<file path="src/rtl/spf_pkg.sv">
// Purpose: Shared constants and types for the serial packet framer.
// Assumes: One system clock at the rate given by CLK_HZ.
// Notes:   Timing counts are derived from the rate and the printed seconds.
package spf_pkg;

   localparam logic [7:0] BYTE_START     = 8'h02;
   localparam logic [7:0] BYTE_END       = 8'h03;
   localparam logic [7:0] BYTE_ACK       = 8'h06;
   localparam logic [7:0] BYTE_NAK       = 8'h15;
   localparam logic [7:0] BYTE_BUSY      = 8'h1A;
   localparam logic [7:0] BYTE_ESC       = 8'hFF;
   localparam logic [7:0] BYTE_ESC_START = 8'hF2;
   localparam logic [7:0] BYTE_ESC_END   = 8'hF3;

   localparam logic [9:0]  MSG_MIN   = 10'h006;
   localparam logic [9:0]  MSG_MAX   = 10'h1FB;
   localparam logic [9:0]  LEN_SAT   = 10'h3FF;
   localparam logic [10:0] RX_HDR    = 11'h003;
   localparam logic [10:0] RX_SAT    = 11'h7FF;
   localparam int          MEM_DEPTH = 32'h200;

   localparam int CLK_HZ         = 32'h0773_5940;
   localparam int RESP_TIMEOUT_S = 32'h5;
   localparam int BUSY_DELAY_S   = 32'hA;
   localparam int RESP_WAIT_CYC  = CLK_HZ * RESP_TIMEOUT_S;
   localparam int BUSY_WAIT_CYC  = CLK_HZ * BUSY_DELAY_S;

   localparam logic [3:0] NAK_RETRIES     = 4'h3;
   localparam logic [3:0] TIMEOUT_RETRIES = 4'h3;
   localparam logic [3:0] BUSY_RETRIES    = 4'hA;

   typedef enum logic [3:0] {
      TX_IDLE  = 4'h0,
      TX_LOAD  = 4'h1,
      TX_STX   = 4'h3,
      TX_LHI   = 4'h2,
      TX_LLO   = 4'h6,
      TX_MSG   = 4'h7,
      TX_BCC   = 4'h5,
      TX_ETX   = 4'h4,
      TX_WAIT  = 4'hC,
      TX_BUSYW = 4'hD
   } spf_tx_state_t;

   typedef enum logic [1:0] {
      RX_HUNT = 2'h0,
      RX_RESP = 2'h1,
      RX_BODY = 2'h3
   } spf_rx_state_t;

endpackage

</file>
<file path="src/rtl/spf_byte_if.sv">
// Purpose: Valid/ready byte carrier between the framer and its buffer.
// Assumes: Source holds data stable while valid is high and ready is low.
// Notes:   A word moves on a clock edge with valid and ready both high.
`timescale 1ns/1ps
interface spf_byte_if #(parameter int W = 8) ();
   logic [W-1:0] data;
   logic         valid;
   logic         ready;
   modport src (output data, output valid, input ready);
   modport snk (input data, input valid, output ready);
endinterface

</file>
<file path="src/rtl/spf_framer.sv">
// Purpose: Builds, stuffs, sends and retries packets; unstuffs and checks them.
// Assumes: A serial character unit moves link bytes over valid/ready.
// Notes:   Received message bytes reach the user before the packet is checked.
//
// How it works
// - Packet is start, two length bytes, 6..507 message bytes, checksum, end.
// - Length counts message bytes only, sent high byte first.
// - Responses are a code byte followed by the end byte, nothing else.
// - Checksum is low eight bits of the sum of length and message bytes.
// - Length and checksum come from unstuffed content; stuffing changes neither.
// - Sender escapes 02, 03 and FF as FF F2, FF F3, FF FF.
// - Receiver turns FF F2, FF F3, FF FF back into 02, 03, FF.
// - Start, end and response code bytes are never stuffed.
// - Escape followed by any other byte is an error answered by NAK.
// - After the end byte a 5 second wait; silence resends, up to 3 times.
// - NAK retries 3 times; busy retries 10 times after 10 seconds each.
// - When retries run out the send ends with an error.
// - No new packet starts before a response or the timeout.
// - Late or duplicate responses outside the wait are ignored.
// - Retry counts and waits are module parameters.
// - Codes are ACK 06, NAK 15, busy 1A, each with the end byte.
// - Bytes before a start byte are dropped, except response codes.
// - At the end byte length, checksum and escape errors decide NAK or ACK.
// - Link bytes are 8-bit characters of the external serial unit.
`timescale 1ns/1ps
module spf_framer
   import spf_pkg::*;
#(
   parameter int unsigned RespWaitCyc    = RESP_WAIT_CYC,
   parameter int unsigned BusyWaitCyc    = BUSY_WAIT_CYC,
   parameter logic [3:0]  NakRetries     = NAK_RETRIES,
   parameter logic [3:0]  TimeoutRetries = TIMEOUT_RETRIES,
   parameter logic [3:0]  BusyRetries    = BUSY_RETRIES,
   parameter int          RxBufDepth     = 2
) (
   input  wire logic       clk_sys,
   input  wire logic       rst_b,
   input  wire logic [7:0] txMsgData,
   input  wire logic       txMsgValid,
   input  wire logic       txMsgLast,
   output logic            txMsgReady,
   output logic [7:0]      linkTxData,
   output logic            linkTxValid,
   input  wire logic       linkTxReady,
   input  wire logic [7:0] linkRxData,
   input  wire logic       linkRxValid,
   output logic            linkRxReady,
   output logic [7:0]      rxMsgData,
   output logic            rxMsgValid,
   input  wire logic       rxMsgReady,
   output logic            evSendDone,
   output logic            evSendFail,
   output logic            evRxGood,
   output logic            evChecksumErr,
   output logic            evLengthErr,
   output logic            evEscapeErr
);

   spf_byte_if #(.W(8)) bufIn ();
   spf_byte_if #(.W(8)) bufOut ();

   spf_pair_buf #(.W(8), .DEPTH(RxBufDepth)) uRxBuf (
      .clk_sys (clk_sys),
      .rst_b   (rst_b),
      .inSide  (bufIn),
      .outSide (bufOut)
   );

   spf_tx_state_t txState_reg;
   spf_rx_state_t rxState_reg;

   logic [7:0]  txMem_reg [MEM_DEPTH];
   logic [9:0]  txLen_reg;
   logic [9:0]  txIdx_reg;
   logic [7:0]  txSum_reg;
   logic        escSent_reg;
   logic [3:0]  nakCnt_reg;
   logic [3:0]  toCnt_reg;
   logic [3:0]  busyCnt_reg;
   logic [31:0] timer_reg;
   logic [7:0]  outData_reg;
   logic        outValid_reg;
   logic [1:0]  respPhase_reg;
   logic        respPend_reg;
   logic [7:0]  respCode_reg;
   logic        respRx_reg;
   logic [7:0]  respRxCode_reg;

   logic [7:0]  heldCode_reg;
   logic        rxEsc_reg;
   logic        rxEscErr_reg;
   logic [10:0] rxIdx_reg;
   logic [15:0] rxLen_reg;
   logic [7:0]  rxSum_reg;
   logic [7:0]  held_reg;

   logic        slotFree;
   logic        quiet;
   logic        sending;
   logic        stuffable;
   logic        txFire;
   logic        respStart;
   logic [7:0]  txField;
   logic        needEsc;
   logic [7:0]  txWord;
   logic [9:0]  loadCnt;
   logic [7:0]  bccValue;
   logic        timerDone;

   logic        rawTake;
   logic [7:0]  raw;
   logic        ubValid;
   logic [7:0]  ub;
   logic        escSet;
   logic        escBad;
   logic        endSeen;
   logic        restart;
   logic        pushNow;
   logic        lenBad;
   logic        sumBad;

   assign slotFree   = !outValid_reg || linkTxReady;
   assign quiet      = (txState_reg == TX_IDLE) || (txState_reg == TX_LOAD) ||
                       (txState_reg == TX_WAIT) || (txState_reg == TX_BUSYW);
   assign sending    = !quiet;
   assign stuffable  = (txState_reg == TX_LHI) || (txState_reg == TX_LLO) ||
                       (txState_reg == TX_MSG) || (txState_reg == TX_BCC);
   assign txFire     = sending && slotFree && (respPhase_reg == 2'h0);
   assign respStart  = respPend_reg && quiet && (respPhase_reg == 2'h0);
   assign loadCnt    = (txLen_reg == LEN_SAT) ? LEN_SAT : txLen_reg + 10'h001;
   assign bccValue   = txSum_reg + {6'h00, txLen_reg[9:8]} + txLen_reg[7:0];
   assign timerDone  = (timer_reg == 32'h0);
   assign txMsgReady = (txState_reg == TX_IDLE) || (txState_reg == TX_LOAD);

   assign linkTxData  = outData_reg;
   assign linkTxValid = outValid_reg;

   // Byte offered in the current field, before any escape is applied.
   always_comb begin
      case (txState_reg)
         TX_LHI:  txField = {6'h00, txLen_reg[9:8]};
         TX_LLO:  txField = txLen_reg[7:0];
         TX_MSG:  txField = txMem_reg[txIdx_reg[8:0]];
         TX_BCC:  txField = bccValue;
         TX_ETX:  txField = BYTE_END;
         default: txField = BYTE_START;
      endcase
   end

   always_comb begin
      needEsc = stuffable && ((txField == BYTE_START) || (txField == BYTE_END) ||
                              (txField == BYTE_ESC));
      if (needEsc && !escSent_reg) begin
         txWord = BYTE_ESC;
      end else if (needEsc && (txField == BYTE_START)) begin
         txWord = BYTE_ESC_START;
      end else if (needEsc && (txField == BYTE_END)) begin
         txWord = BYTE_ESC_END;
      end else begin
         txWord = txField;
      end
   end

   // One output stage feeds the serial unit; packet bytes and responses share it.
   always_ff @(posedge clk_sys or negedge rst_b) begin
      if (!rst_b) begin
         outValid_reg <= 1'b0;
         outData_reg  <= 8'h00;
      end else if (txFire) begin
         outValid_reg <= 1'b1;
         outData_reg  <= txWord;
      end else if ((respPhase_reg != 2'h0) && slotFree) begin
         outValid_reg <= 1'b1;
         outData_reg  <= (respPhase_reg == 2'h1) ? respCode_reg : BYTE_END;
      end else if (linkTxReady) begin
         outValid_reg <= 1'b0;
      end
   end

   // A response waits for the end of any packet being sent, then goes out whole.
   always_ff @(posedge clk_sys or negedge rst_b) begin
      if (!rst_b) begin
         respPhase_reg <= 2'h0;
      end else if (respStart) begin
         respPhase_reg <= 2'h1;
      end else if ((respPhase_reg == 2'h1) && slotFree) begin
         respPhase_reg <= 2'h2;
      end else if ((respPhase_reg == 2'h2) && slotFree) begin
         respPhase_reg <= 2'h0;
      end
   end

   always_ff @(posedge clk_sys) begin
      if (txMsgReady && txMsgValid) begin
         txMem_reg[(txState_reg == TX_IDLE) ? 9'h000 : txLen_reg[8:0]] <= txMsgData;
      end
   end

   always_ff @(posedge clk_sys or negedge rst_b) begin
      if (!rst_b) begin
         timer_reg <= 32'h0;
      end else if ((txState_reg == TX_ETX) && txFire) begin
         timer_reg <= RespWaitCyc - 32'h1;
      end else if ((txState_reg == TX_WAIT) && respRx_reg && (respRxCode_reg == BYTE_BUSY)) begin
         timer_reg <= BusyWaitCyc - 32'h1;
      end else if (!timerDone) begin
         timer_reg <= timer_reg - 32'h1;
      end
   end

   // Packet sender: load, frame, stuff, wait for an answer and retry.
   always_ff @(posedge clk_sys or negedge rst_b) begin
      if (!rst_b) begin
         txState_reg <= TX_IDLE;
         txLen_reg   <= 10'h000;
         txIdx_reg   <= 10'h000;
         txSum_reg   <= 8'h00;
         escSent_reg <= 1'b0;
         nakCnt_reg  <= 4'h0;
         toCnt_reg   <= 4'h0;
         busyCnt_reg <= 4'h0;
         evSendDone  <= 1'b0;
         evSendFail  <= 1'b0;
      end else begin
         evSendDone <= 1'b0;
         evSendFail <= 1'b0;
         if (txFire && stuffable) begin
            escSent_reg <= needEsc && !escSent_reg;
         end
         case (txState_reg)
            TX_IDLE: begin
               if (txMsgValid) begin
                  txLen_reg   <= 10'h001;
                  txSum_reg   <= txMsgData;
                  nakCnt_reg  <= 4'h0;
                  toCnt_reg   <= 4'h0;
                  busyCnt_reg <= 4'h0;
                  if (txMsgLast) begin
                     evSendFail <= 1'b1;
                  end else begin
                     txState_reg <= TX_LOAD;
                  end
               end
            end
            TX_LOAD: begin
               if (txMsgValid) begin
                  txLen_reg <= loadCnt;
                  txSum_reg <= txSum_reg + txMsgData;
                  if (txMsgLast) begin
                     if ((loadCnt < MSG_MIN) || (loadCnt > MSG_MAX)) begin
                        evSendFail  <= 1'b1;
                        txState_reg <= TX_IDLE;
                     end else begin
                        txState_reg <= TX_STX;
                     end
                  end
               end
            end
            TX_STX: begin
               if (txFire) begin
                  txState_reg <= TX_LHI;
               end
            end
            TX_LHI: begin
               if (txFire && !(needEsc && !escSent_reg)) begin
                  txState_reg <= TX_LLO;
               end
            end
            TX_LLO: begin
               if (txFire && !(needEsc && !escSent_reg)) begin
                  txIdx_reg   <= 10'h000;
                  txState_reg <= TX_MSG;
               end
            end
            TX_MSG: begin
               if (txFire && !(needEsc && !escSent_reg)) begin
                  txIdx_reg <= txIdx_reg + 10'h001;
                  if (txIdx_reg == txLen_reg - 10'h001) begin
                     txState_reg <= TX_BCC;
                  end
               end
            end
            TX_BCC: begin
               if (txFire && !(needEsc && !escSent_reg)) begin
                  txState_reg <= TX_ETX;
               end
            end
            TX_ETX: begin
               if (txFire) begin
                  txState_reg <= TX_WAIT;
               end
            end
            TX_WAIT: begin
               if (respRx_reg) begin
                  if (respRxCode_reg == BYTE_ACK) begin
                     evSendDone  <= 1'b1;
                     txState_reg <= TX_IDLE;
                  end else if (respRxCode_reg == BYTE_NAK) begin
                     if (nakCnt_reg < NakRetries) begin
                        nakCnt_reg  <= nakCnt_reg + 4'h1;
                        txState_reg <= TX_STX;
                     end else begin
                        evSendFail  <= 1'b1;
                        txState_reg <= TX_IDLE;
                     end
                  end else if (busyCnt_reg < BusyRetries) begin
                     busyCnt_reg <= busyCnt_reg + 4'h1;
                     txState_reg <= TX_BUSYW;
                  end else begin
                     evSendFail  <= 1'b1;
                     txState_reg <= TX_IDLE;
                  end
               end else if (timerDone) begin
                  if (toCnt_reg < TimeoutRetries) begin
                     toCnt_reg   <= toCnt_reg + 4'h1;
                     txState_reg <= TX_STX;
                  end else begin
                     evSendFail  <= 1'b1;
                     txState_reg <= TX_IDLE;
                  end
               end
            end
            TX_BUSYW: begin
               if (timerDone) begin
                  txState_reg <= TX_STX;
               end
            end
            default: txState_reg <= TX_IDLE;
         endcase
      end
   end

   // Receive side decode; the buffer's ready throttles the whole link input.
   assign linkRxReady  = bufIn.ready;
   assign raw          = linkRxData;
   assign rawTake      = linkRxValid && linkRxReady;
   assign bufIn.data   = held_reg;
   assign bufIn.valid  = pushNow;
   assign rxMsgData    = bufOut.data;
   assign rxMsgValid   = bufOut.valid;
   assign bufOut.ready = rxMsgReady;

   always_comb begin
      ubValid = 1'b0;
      ub      = raw;
      escSet  = 1'b0;
      escBad  = 1'b0;
      endSeen = 1'b0;
      restart = 1'b0;
      if ((rxState_reg == RX_BODY) && rawTake) begin
         if (rxEsc_reg) begin
            if (raw == BYTE_ESC_START) begin
               ubValid = 1'b1;
               ub      = BYTE_START;
            end else if (raw == BYTE_ESC_END) begin
               ubValid = 1'b1;
               ub      = BYTE_END;
            end else if (raw == BYTE_ESC) begin
               ubValid = 1'b1;
            end else begin
               escBad  = 1'b1;
               endSeen = (raw == BYTE_END);
            end
         end else if (raw == BYTE_ESC) begin
            escSet = 1'b1;
         end else if (raw == BYTE_END) begin
            endSeen = 1'b1;
         end else if (raw == BYTE_START) begin
            restart = 1'b1;
         end else begin
            ubValid = 1'b1;
         end
      end
      pushNow = ubValid && (rxIdx_reg >= RX_HDR);
   end

   // The last unstuffed byte before the end byte is the checksum, so one is held back.
   assign lenBad = (rxIdx_reg < RX_HDR) ||
                   ({5'h00, rxIdx_reg - RX_HDR} != rxLen_reg) ||
                   (rxLen_reg < {6'h00, MSG_MIN}) || (rxLen_reg > {6'h00, MSG_MAX});
   assign sumBad = (held_reg != rxSum_reg);

   always_ff @(posedge clk_sys or negedge rst_b) begin
      if (!rst_b) begin
         rxState_reg  <= RX_HUNT;
         rxEsc_reg    <= 1'b0;
         rxEscErr_reg <= 1'b0;
         rxIdx_reg    <= 11'h000;
         rxLen_reg    <= 16'h0000;
         rxSum_reg    <= 8'h00;
         held_reg     <= 8'h00;
         heldCode_reg <= 8'h00;
      end else if (rawTake) begin
         case (rxState_reg)
            RX_BODY: begin
               if (restart || endSeen) begin
                  rxState_reg <= restart ? RX_BODY : RX_HUNT;
                  rxEsc_reg    <= 1'b0;
                  rxEscErr_reg <= 1'b0;
                  rxIdx_reg    <= 11'h000;
                  rxSum_reg    <= 8'h00;
               end else begin
                  rxEsc_reg <= escSet;
                  if (escBad) begin
                     rxEscErr_reg <= 1'b1;
                  end
                  if (ubValid) begin
                     rxIdx_reg <= (rxIdx_reg == RX_SAT) ? RX_SAT : rxIdx_reg + 11'h001;
                     held_reg  <= ub;
                     if (rxIdx_reg == 11'h000) begin
                        rxLen_reg[15:8] <= ub;
                        rxSum_reg       <= ub;
                     end else if (rxIdx_reg == 11'h001) begin
                        rxLen_reg[7:0] <= ub;
                        rxSum_reg      <= rxSum_reg + ub;
                     end else if (pushNow) begin
                        rxSum_reg <= rxSum_reg + held_reg;
                     end
                  end
               end
            end
            default: begin
               if (raw == BYTE_START) begin
                  rxState_reg  <= RX_BODY;
                  rxEsc_reg    <= 1'b0;
                  rxEscErr_reg <= 1'b0;
                  rxIdx_reg    <= 11'h000;
                  rxSum_reg    <= 8'h00;
               end else if ((raw == BYTE_ACK) || (raw == BYTE_NAK) || (raw == BYTE_BUSY)) begin
                  rxState_reg  <= RX_RESP;
                  heldCode_reg <= raw;
               end else begin
                  rxState_reg <= RX_HUNT;
               end
            end
         endcase
      end
   end

   // Responses are passed on only when the end byte follows the code directly.
   always_ff @(posedge clk_sys or negedge rst_b) begin
      if (!rst_b) begin
         respRx_reg     <= 1'b0;
         respRxCode_reg <= 8'h00;
      end else begin
         respRx_reg <= rawTake && (rxState_reg == RX_RESP) && (raw == BYTE_END);
         if (rawTake && (rxState_reg == RX_RESP)) begin
            respRxCode_reg <= heldCode_reg;
         end
      end
   end

   // A fresh packet end wins over the clear by a starting response.
   always_ff @(posedge clk_sys or negedge rst_b) begin
      if (!rst_b) begin
         respPend_reg  <= 1'b0;
         respCode_reg  <= BYTE_ACK;
         evRxGood      <= 1'b0;
         evChecksumErr <= 1'b0;
         evLengthErr   <= 1'b0;
         evEscapeErr   <= 1'b0;
      end else begin
         evRxGood      <= 1'b0;
         evChecksumErr <= 1'b0;
         evLengthErr   <= 1'b0;
         evEscapeErr   <= 1'b0;
         if (endSeen) begin
            respPend_reg  <= 1'b1;
            respCode_reg  <= (lenBad || sumBad || rxEscErr_reg || escBad) ? BYTE_NAK : BYTE_ACK;
            evRxGood      <= !(lenBad || sumBad || rxEscErr_reg || escBad);
            evChecksumErr <= sumBad;
            evLengthErr   <= lenBad;
            evEscapeErr   <= rxEscErr_reg || escBad;
         end else if (respStart) begin
            respPend_reg <= 1'b0;
         end
      end
   end

endmodule

</file>
<file path="src/rtl/spf_pair_buf.sv">
// Purpose: Small FIFO that absorbs a stall of the receiving user.
// Assumes: DEPTH is a power of two, two by default.
// Notes:   Output data comes straight from the storage flip-flops.
`timescale 1ns/1ps
module spf_pair_buf #(
   parameter int W     = 8,
   parameter int DEPTH = 2
) (
   input wire logic clk_sys,
   input wire logic rst_b,
   spf_byte_if.snk  inSide,
   spf_byte_if.src  outSide
);
   localparam int AW = (DEPTH > 1) ? $clog2(DEPTH) : 1;
   localparam logic [AW:0]   FULL = (AW+1)'(DEPTH);
   localparam logic [AW-1:0] LAST = AW'(DEPTH - 1);

   logic [W-1:0]  mem_reg [DEPTH];
   logic [AW-1:0] wrPtr_reg;
   logic [AW-1:0] rdPtr_reg;
   logic [AW:0]   cnt_reg;
   logic          doPush;
   logic          doPop;

   assign inSide.ready  = (cnt_reg != FULL);
   assign outSide.valid = (cnt_reg != '0);
   assign outSide.data  = mem_reg[rdPtr_reg];
   assign doPush        = inSide.valid && inSide.ready;
   assign doPop         = outSide.valid && outSide.ready;

   always_ff @(posedge clk_sys) begin
      if (doPush) begin
         mem_reg[wrPtr_reg] <= inSide.data;
      end
   end

   always_ff @(posedge clk_sys or negedge rst_b) begin
      if (!rst_b) begin
         wrPtr_reg <= '0;
         rdPtr_reg <= '0;
         cnt_reg   <= '0;
      end else begin
         if (doPush) begin
            wrPtr_reg <= (wrPtr_reg == LAST) ? '0 : wrPtr_reg + 1'b1;
         end
         if (doPop) begin
            rdPtr_reg <= (rdPtr_reg == LAST) ? '0 : rdPtr_reg + 1'b1;
         end
         if (doPush && !doPop) begin
            cnt_reg <= cnt_reg + 1'b1;
         end else if (doPop && !doPush) begin
            cnt_reg <= cnt_reg - 1'b1;
         end
      end
   end
endmodule

</file>
<file path="config.mk">
export PLATFORM = sky130hd
export DESIGN_NAME = spf_framer
export DESIGN_NICKNAME = d
export VERILOG_FILES = /design/src/rtl/spf_pkg.sv /design/src/rtl/spf_byte_if.sv /design/src/rtl/spf_framer.sv /design/src/rtl/spf_pair_buf.sv
export SDC_FILE = /design/constraint.sdc
export NUM_CORES = 2
export LEC_CHECK = 0
export BUFFER_PORTS_ARGS = -buffer_cell sky130_fd_sc_hd__buf_2
export CAP_MARGIN = 30
export CORE_MARGIN = 5
export CORE_UTILIZATION = 60
export DETAILED_ROUTE_END_ITERATION = 8
export PLACE_DENSITY_LB_ADDON = 0.1
export SYNTH_ARGS = -nofsm -noshare
export SYNTH_HDL_FRONTEND = slang
export SYNTH_HIERARCHICAL = 1
export SYNTH_MEMORY_MAX_BITS = 65536
export SYNTH_SLANG_ARGS = --single-unit
</file>
<file path="constraint.sdc">
create_clock -name clk_sys -period 12.3 [get_ports clk_sys]
set_input_delay 1.23 -clock clk_sys [delete_from_list [all_inputs] [get_ports clk_sys]]
set_output_delay 1.23 -clock clk_sys [all_outputs]
set_load 0.02 [all_outputs]
</file>
==> results.py <==
metrics = {
    "outcome": {
        "status": "complete, but fails checks",
        "violations": "design-rule violations",
    },
    "clocking": {
        "root_buffer": "clkbuf_16",
        "clock_latency_ps": 1000,
        "clk_pin_slew_ps": 60,
        "post_cts_buffers": 0,
        "cts_tree": "built",
        "cts_sinks": 4277,
        "cts_buffers": 425,
        "cts_resized": 0,
        "clk_path_buf_depth": 4,
        "htreeDepth": 5,
        "hold_buffers": 0,
    },
    "critical_path": {
        "startpoint_type": "register",
        "required_ps": 13180,
        "crit_fanout": 34,
        "cp.arrival_ps": 7990,
        "crit_type": "reg -> reg",
        "critPathCaptureType": "register",
        "rrSetupSlack_ps": 5180,
    },
    "detailed_routing": {
        "drt_iter0_drc": 13400,
        "postRouteAntennaNets": 0,
        "via_count": 91200,
        "drt_wl_total_um": 489000,
        "drtPass1Iterations": 9,
        "remaining_drc_errors": 22,
        "via_per_inst": 7.03,
        "drt-wirelength-per-cell_um": 37.7,
    },
    "synth": {
        "ys_top_cells_by_area": "edfxtp_1 (73%), mux4_2 (12%), dfrtp_1 (2.4%)",
        "syn_area_mm2": 0.170,
        "synth_fp_nets": 8717,
        "ys_types": 92,
        "yosysWarningCount": 6,
        "yosysMostFrequentCell": "edfxtp_1",
        "synth-seq-area-share": 0.752,
        "async_flop_share": 0.0386,
        "synth-edff-count": 4112,
        "synth_top_cell_area_share": 0.728,
        "syn_inst": 8653,
        "synth.avg_cell_area_um2": 19.6,
        "synth-main-ff-cell": "edfxtp_1",
        "synthTopCellsByCount": "edfxtp_1 (4112), mux4_2 (928), nor2_1 (682)",
        "synth.largest_area_cell": "edfxtp_1",
        "synth-seq-cells": 4277,
    },
    "placement": {
        "gp_congestion": 0.965,
        "portBuffers": 48,
        "dp_cells": 12100,
        "place_hpwl_um": 298000,
    },
    "min_path": {
        "hp-class": "in -> async",
    },
    "power_and_ir_drop": {
        "power_density_mw_per_mm2": 156,
        "peakVddDrop_mv": 0.174,
        "leakagePower_nw": 58.1,
    },
    "floorplan": {
        "die_area_mm2": 0.294,
        "rows": 195,
        "ios": 49,
        "fp.coreArea_mm2": 0.282,
        "initial_utilization": 0.602,
        "die_w_um": 542,
        "die_y_um": 542,
    },
    "global_routing": {
        "grt_pass1_vias": 88500,
        "grt_usage": 0.333,
        "busiest_layer": "met2",
        "grt_pass1_wl_um": 686000,
        "grt_overflow": 0,
        "grt_start_max_net_pins": 189,
        "groute.layer.met2.usage": 0.508,
        "use_met3": 0.0864,
        "met1_usage": 0.463,
        "antenna_found_initial": 36,
    },
    "timing": {
        "skew_ps": 50.7,
        "maxSlewViolCount": 0,
        "worst_pin_slew_ps": 1170,
        "post-route-period-util": 0.579,
        "setup_viol": 0,
        "fmax_mhz": 141,
        "slew_headroom": 0.216,
        "tns_ps": 0,
        "timing.final.crit_period_ps": 7120,
        "hold_viol_final": 0,
        "rsz0062_at_grt": "no",
    },
    "finish": {
        "final_cells": 13000,
        "multi_input_area_mm2": 0.0392,
        "nets": 8901,
        "area_delta_synth_final_pct": 11.1,
        "drive_gt1_frac": 0.212,
        "seq_area_mm2": 0.128,
        "largest_register_ffs": 4096,
        "fill_cells": 18100,
    },
    "job": {
        "drv_cap": 0,
    },
}
## cells in the final DEF (no fill, tap or decap), drive strengths merged, types with 33 or more instances in the layout
cell,netlist,routed
dfrtp,164,164
nand4,33,33
a22oi,159,159
edfxtp,4112,4112
mux2,42,42
a21oi,159,159
a22o,39,39
clkbuf,280,508
ha,36,36
a221oi,58,58
mux2i,363,363
mux4,928,928
xnor2,55,55
o22ai,56,56
a211oi,41,41
clkinv,0,196
o21ai,162,162
nor2,682,682
buf,250,283
nand2,372,372
a31oi,36,36
inv,48,57
nand3,68,68
bufinv,0,50
nor3,67,67
## metrics by stage
stage / hold slack [ps] / utilization / worst slack [ps] / total power, mW / area (um2)
finish: 292 / 0.669 / 5180 / 29.3 / 189000
global placement: 461 / 0.616 / 5270 / 16.6 / 174000
global route: 353 / 0.669 / 4760 / 30.1 / 188000
detailed placement: 471 / 0.618 / 5370 / 16.6 / 174000
CTS: 343 / 0.668 / 5340 / 29.4 / 188000
floorplan: 445 / - / 8220 / 16.3 / 170000
## path summary, 6_finish.rpt
| path | startpoint | endpoint | depth (start not counted) |
|---|---|---|---|
| max | txIdx_reg[1] | linkTxData[2] | 15 |
| min | rst_b | timer_reg[10] | 1 |
| max reg2reg | txIdx_reg[1] | linkTxData[2] | 15 |
| min reg2reg | heldCode_reg[0] | heldCode_reg[0] | 2 |
| max in group asynchronous | rst_b | rxSum_reg[7] | 3 |
| min in group clk_sys | heldCode_reg[0] | heldCode_reg[0] | 2 |
## routing by layer
| metal | vias to the layer above | wire length, um |
|---|---|---|
| met4 | 18 | 24300 |
| met2 | 6277 | 230000 |
| met5 | - | 109 |
| li1 | 35900 | - |
| met1 | 47900 | 178000 |
| met3 | 1086 | 57200 |
## cells by family after synthesis
| group | share of synthesized area |
|---|---|
| compound gates | 0.0371 |
| xor+xnor | 0.00408 |
| fa+ha+maj | 0.00324 |
| flops | 0.752 |
| buf+inv | 0.0188 |
| simple gates | 0.0374 |
| mux | 0.147 |
## worst max-delay path, cell delays in order, from the launching register on
cell	delay [ps]
dfrtp_4	860
buf_4	480
buf_4	580
nand3b_1	600
buf_4	590
o22ai_1	280
a211o_1	330
o21ai_0	610
a2111oi_0	290
buf_4	240
a2111oi_0	480
o31ai_1	250
nor2b_1	210
and4_1	300
or4_1	520
a32o_1	280
## power by group
group	switching, mW	leakage [nW]	internal (mW)
combinational	0.269	12.3	0.0392
sequential	0.0165	39.0	16.0
clock	5.58	6.80	7.48
## area by class of cell
cell class,instances,share of cell area
antenna,32,0.000425
clock buffer,504,0.0584
clock inverter,276,0.0161
inverter,48,0.00100
multi-input combinational,3798,0.208
sequential,4277,0.677
tap,3743,0.0248
timing repair buffer,287,0.0147
No activity file was read; power rests on OpenSTA's default activity.
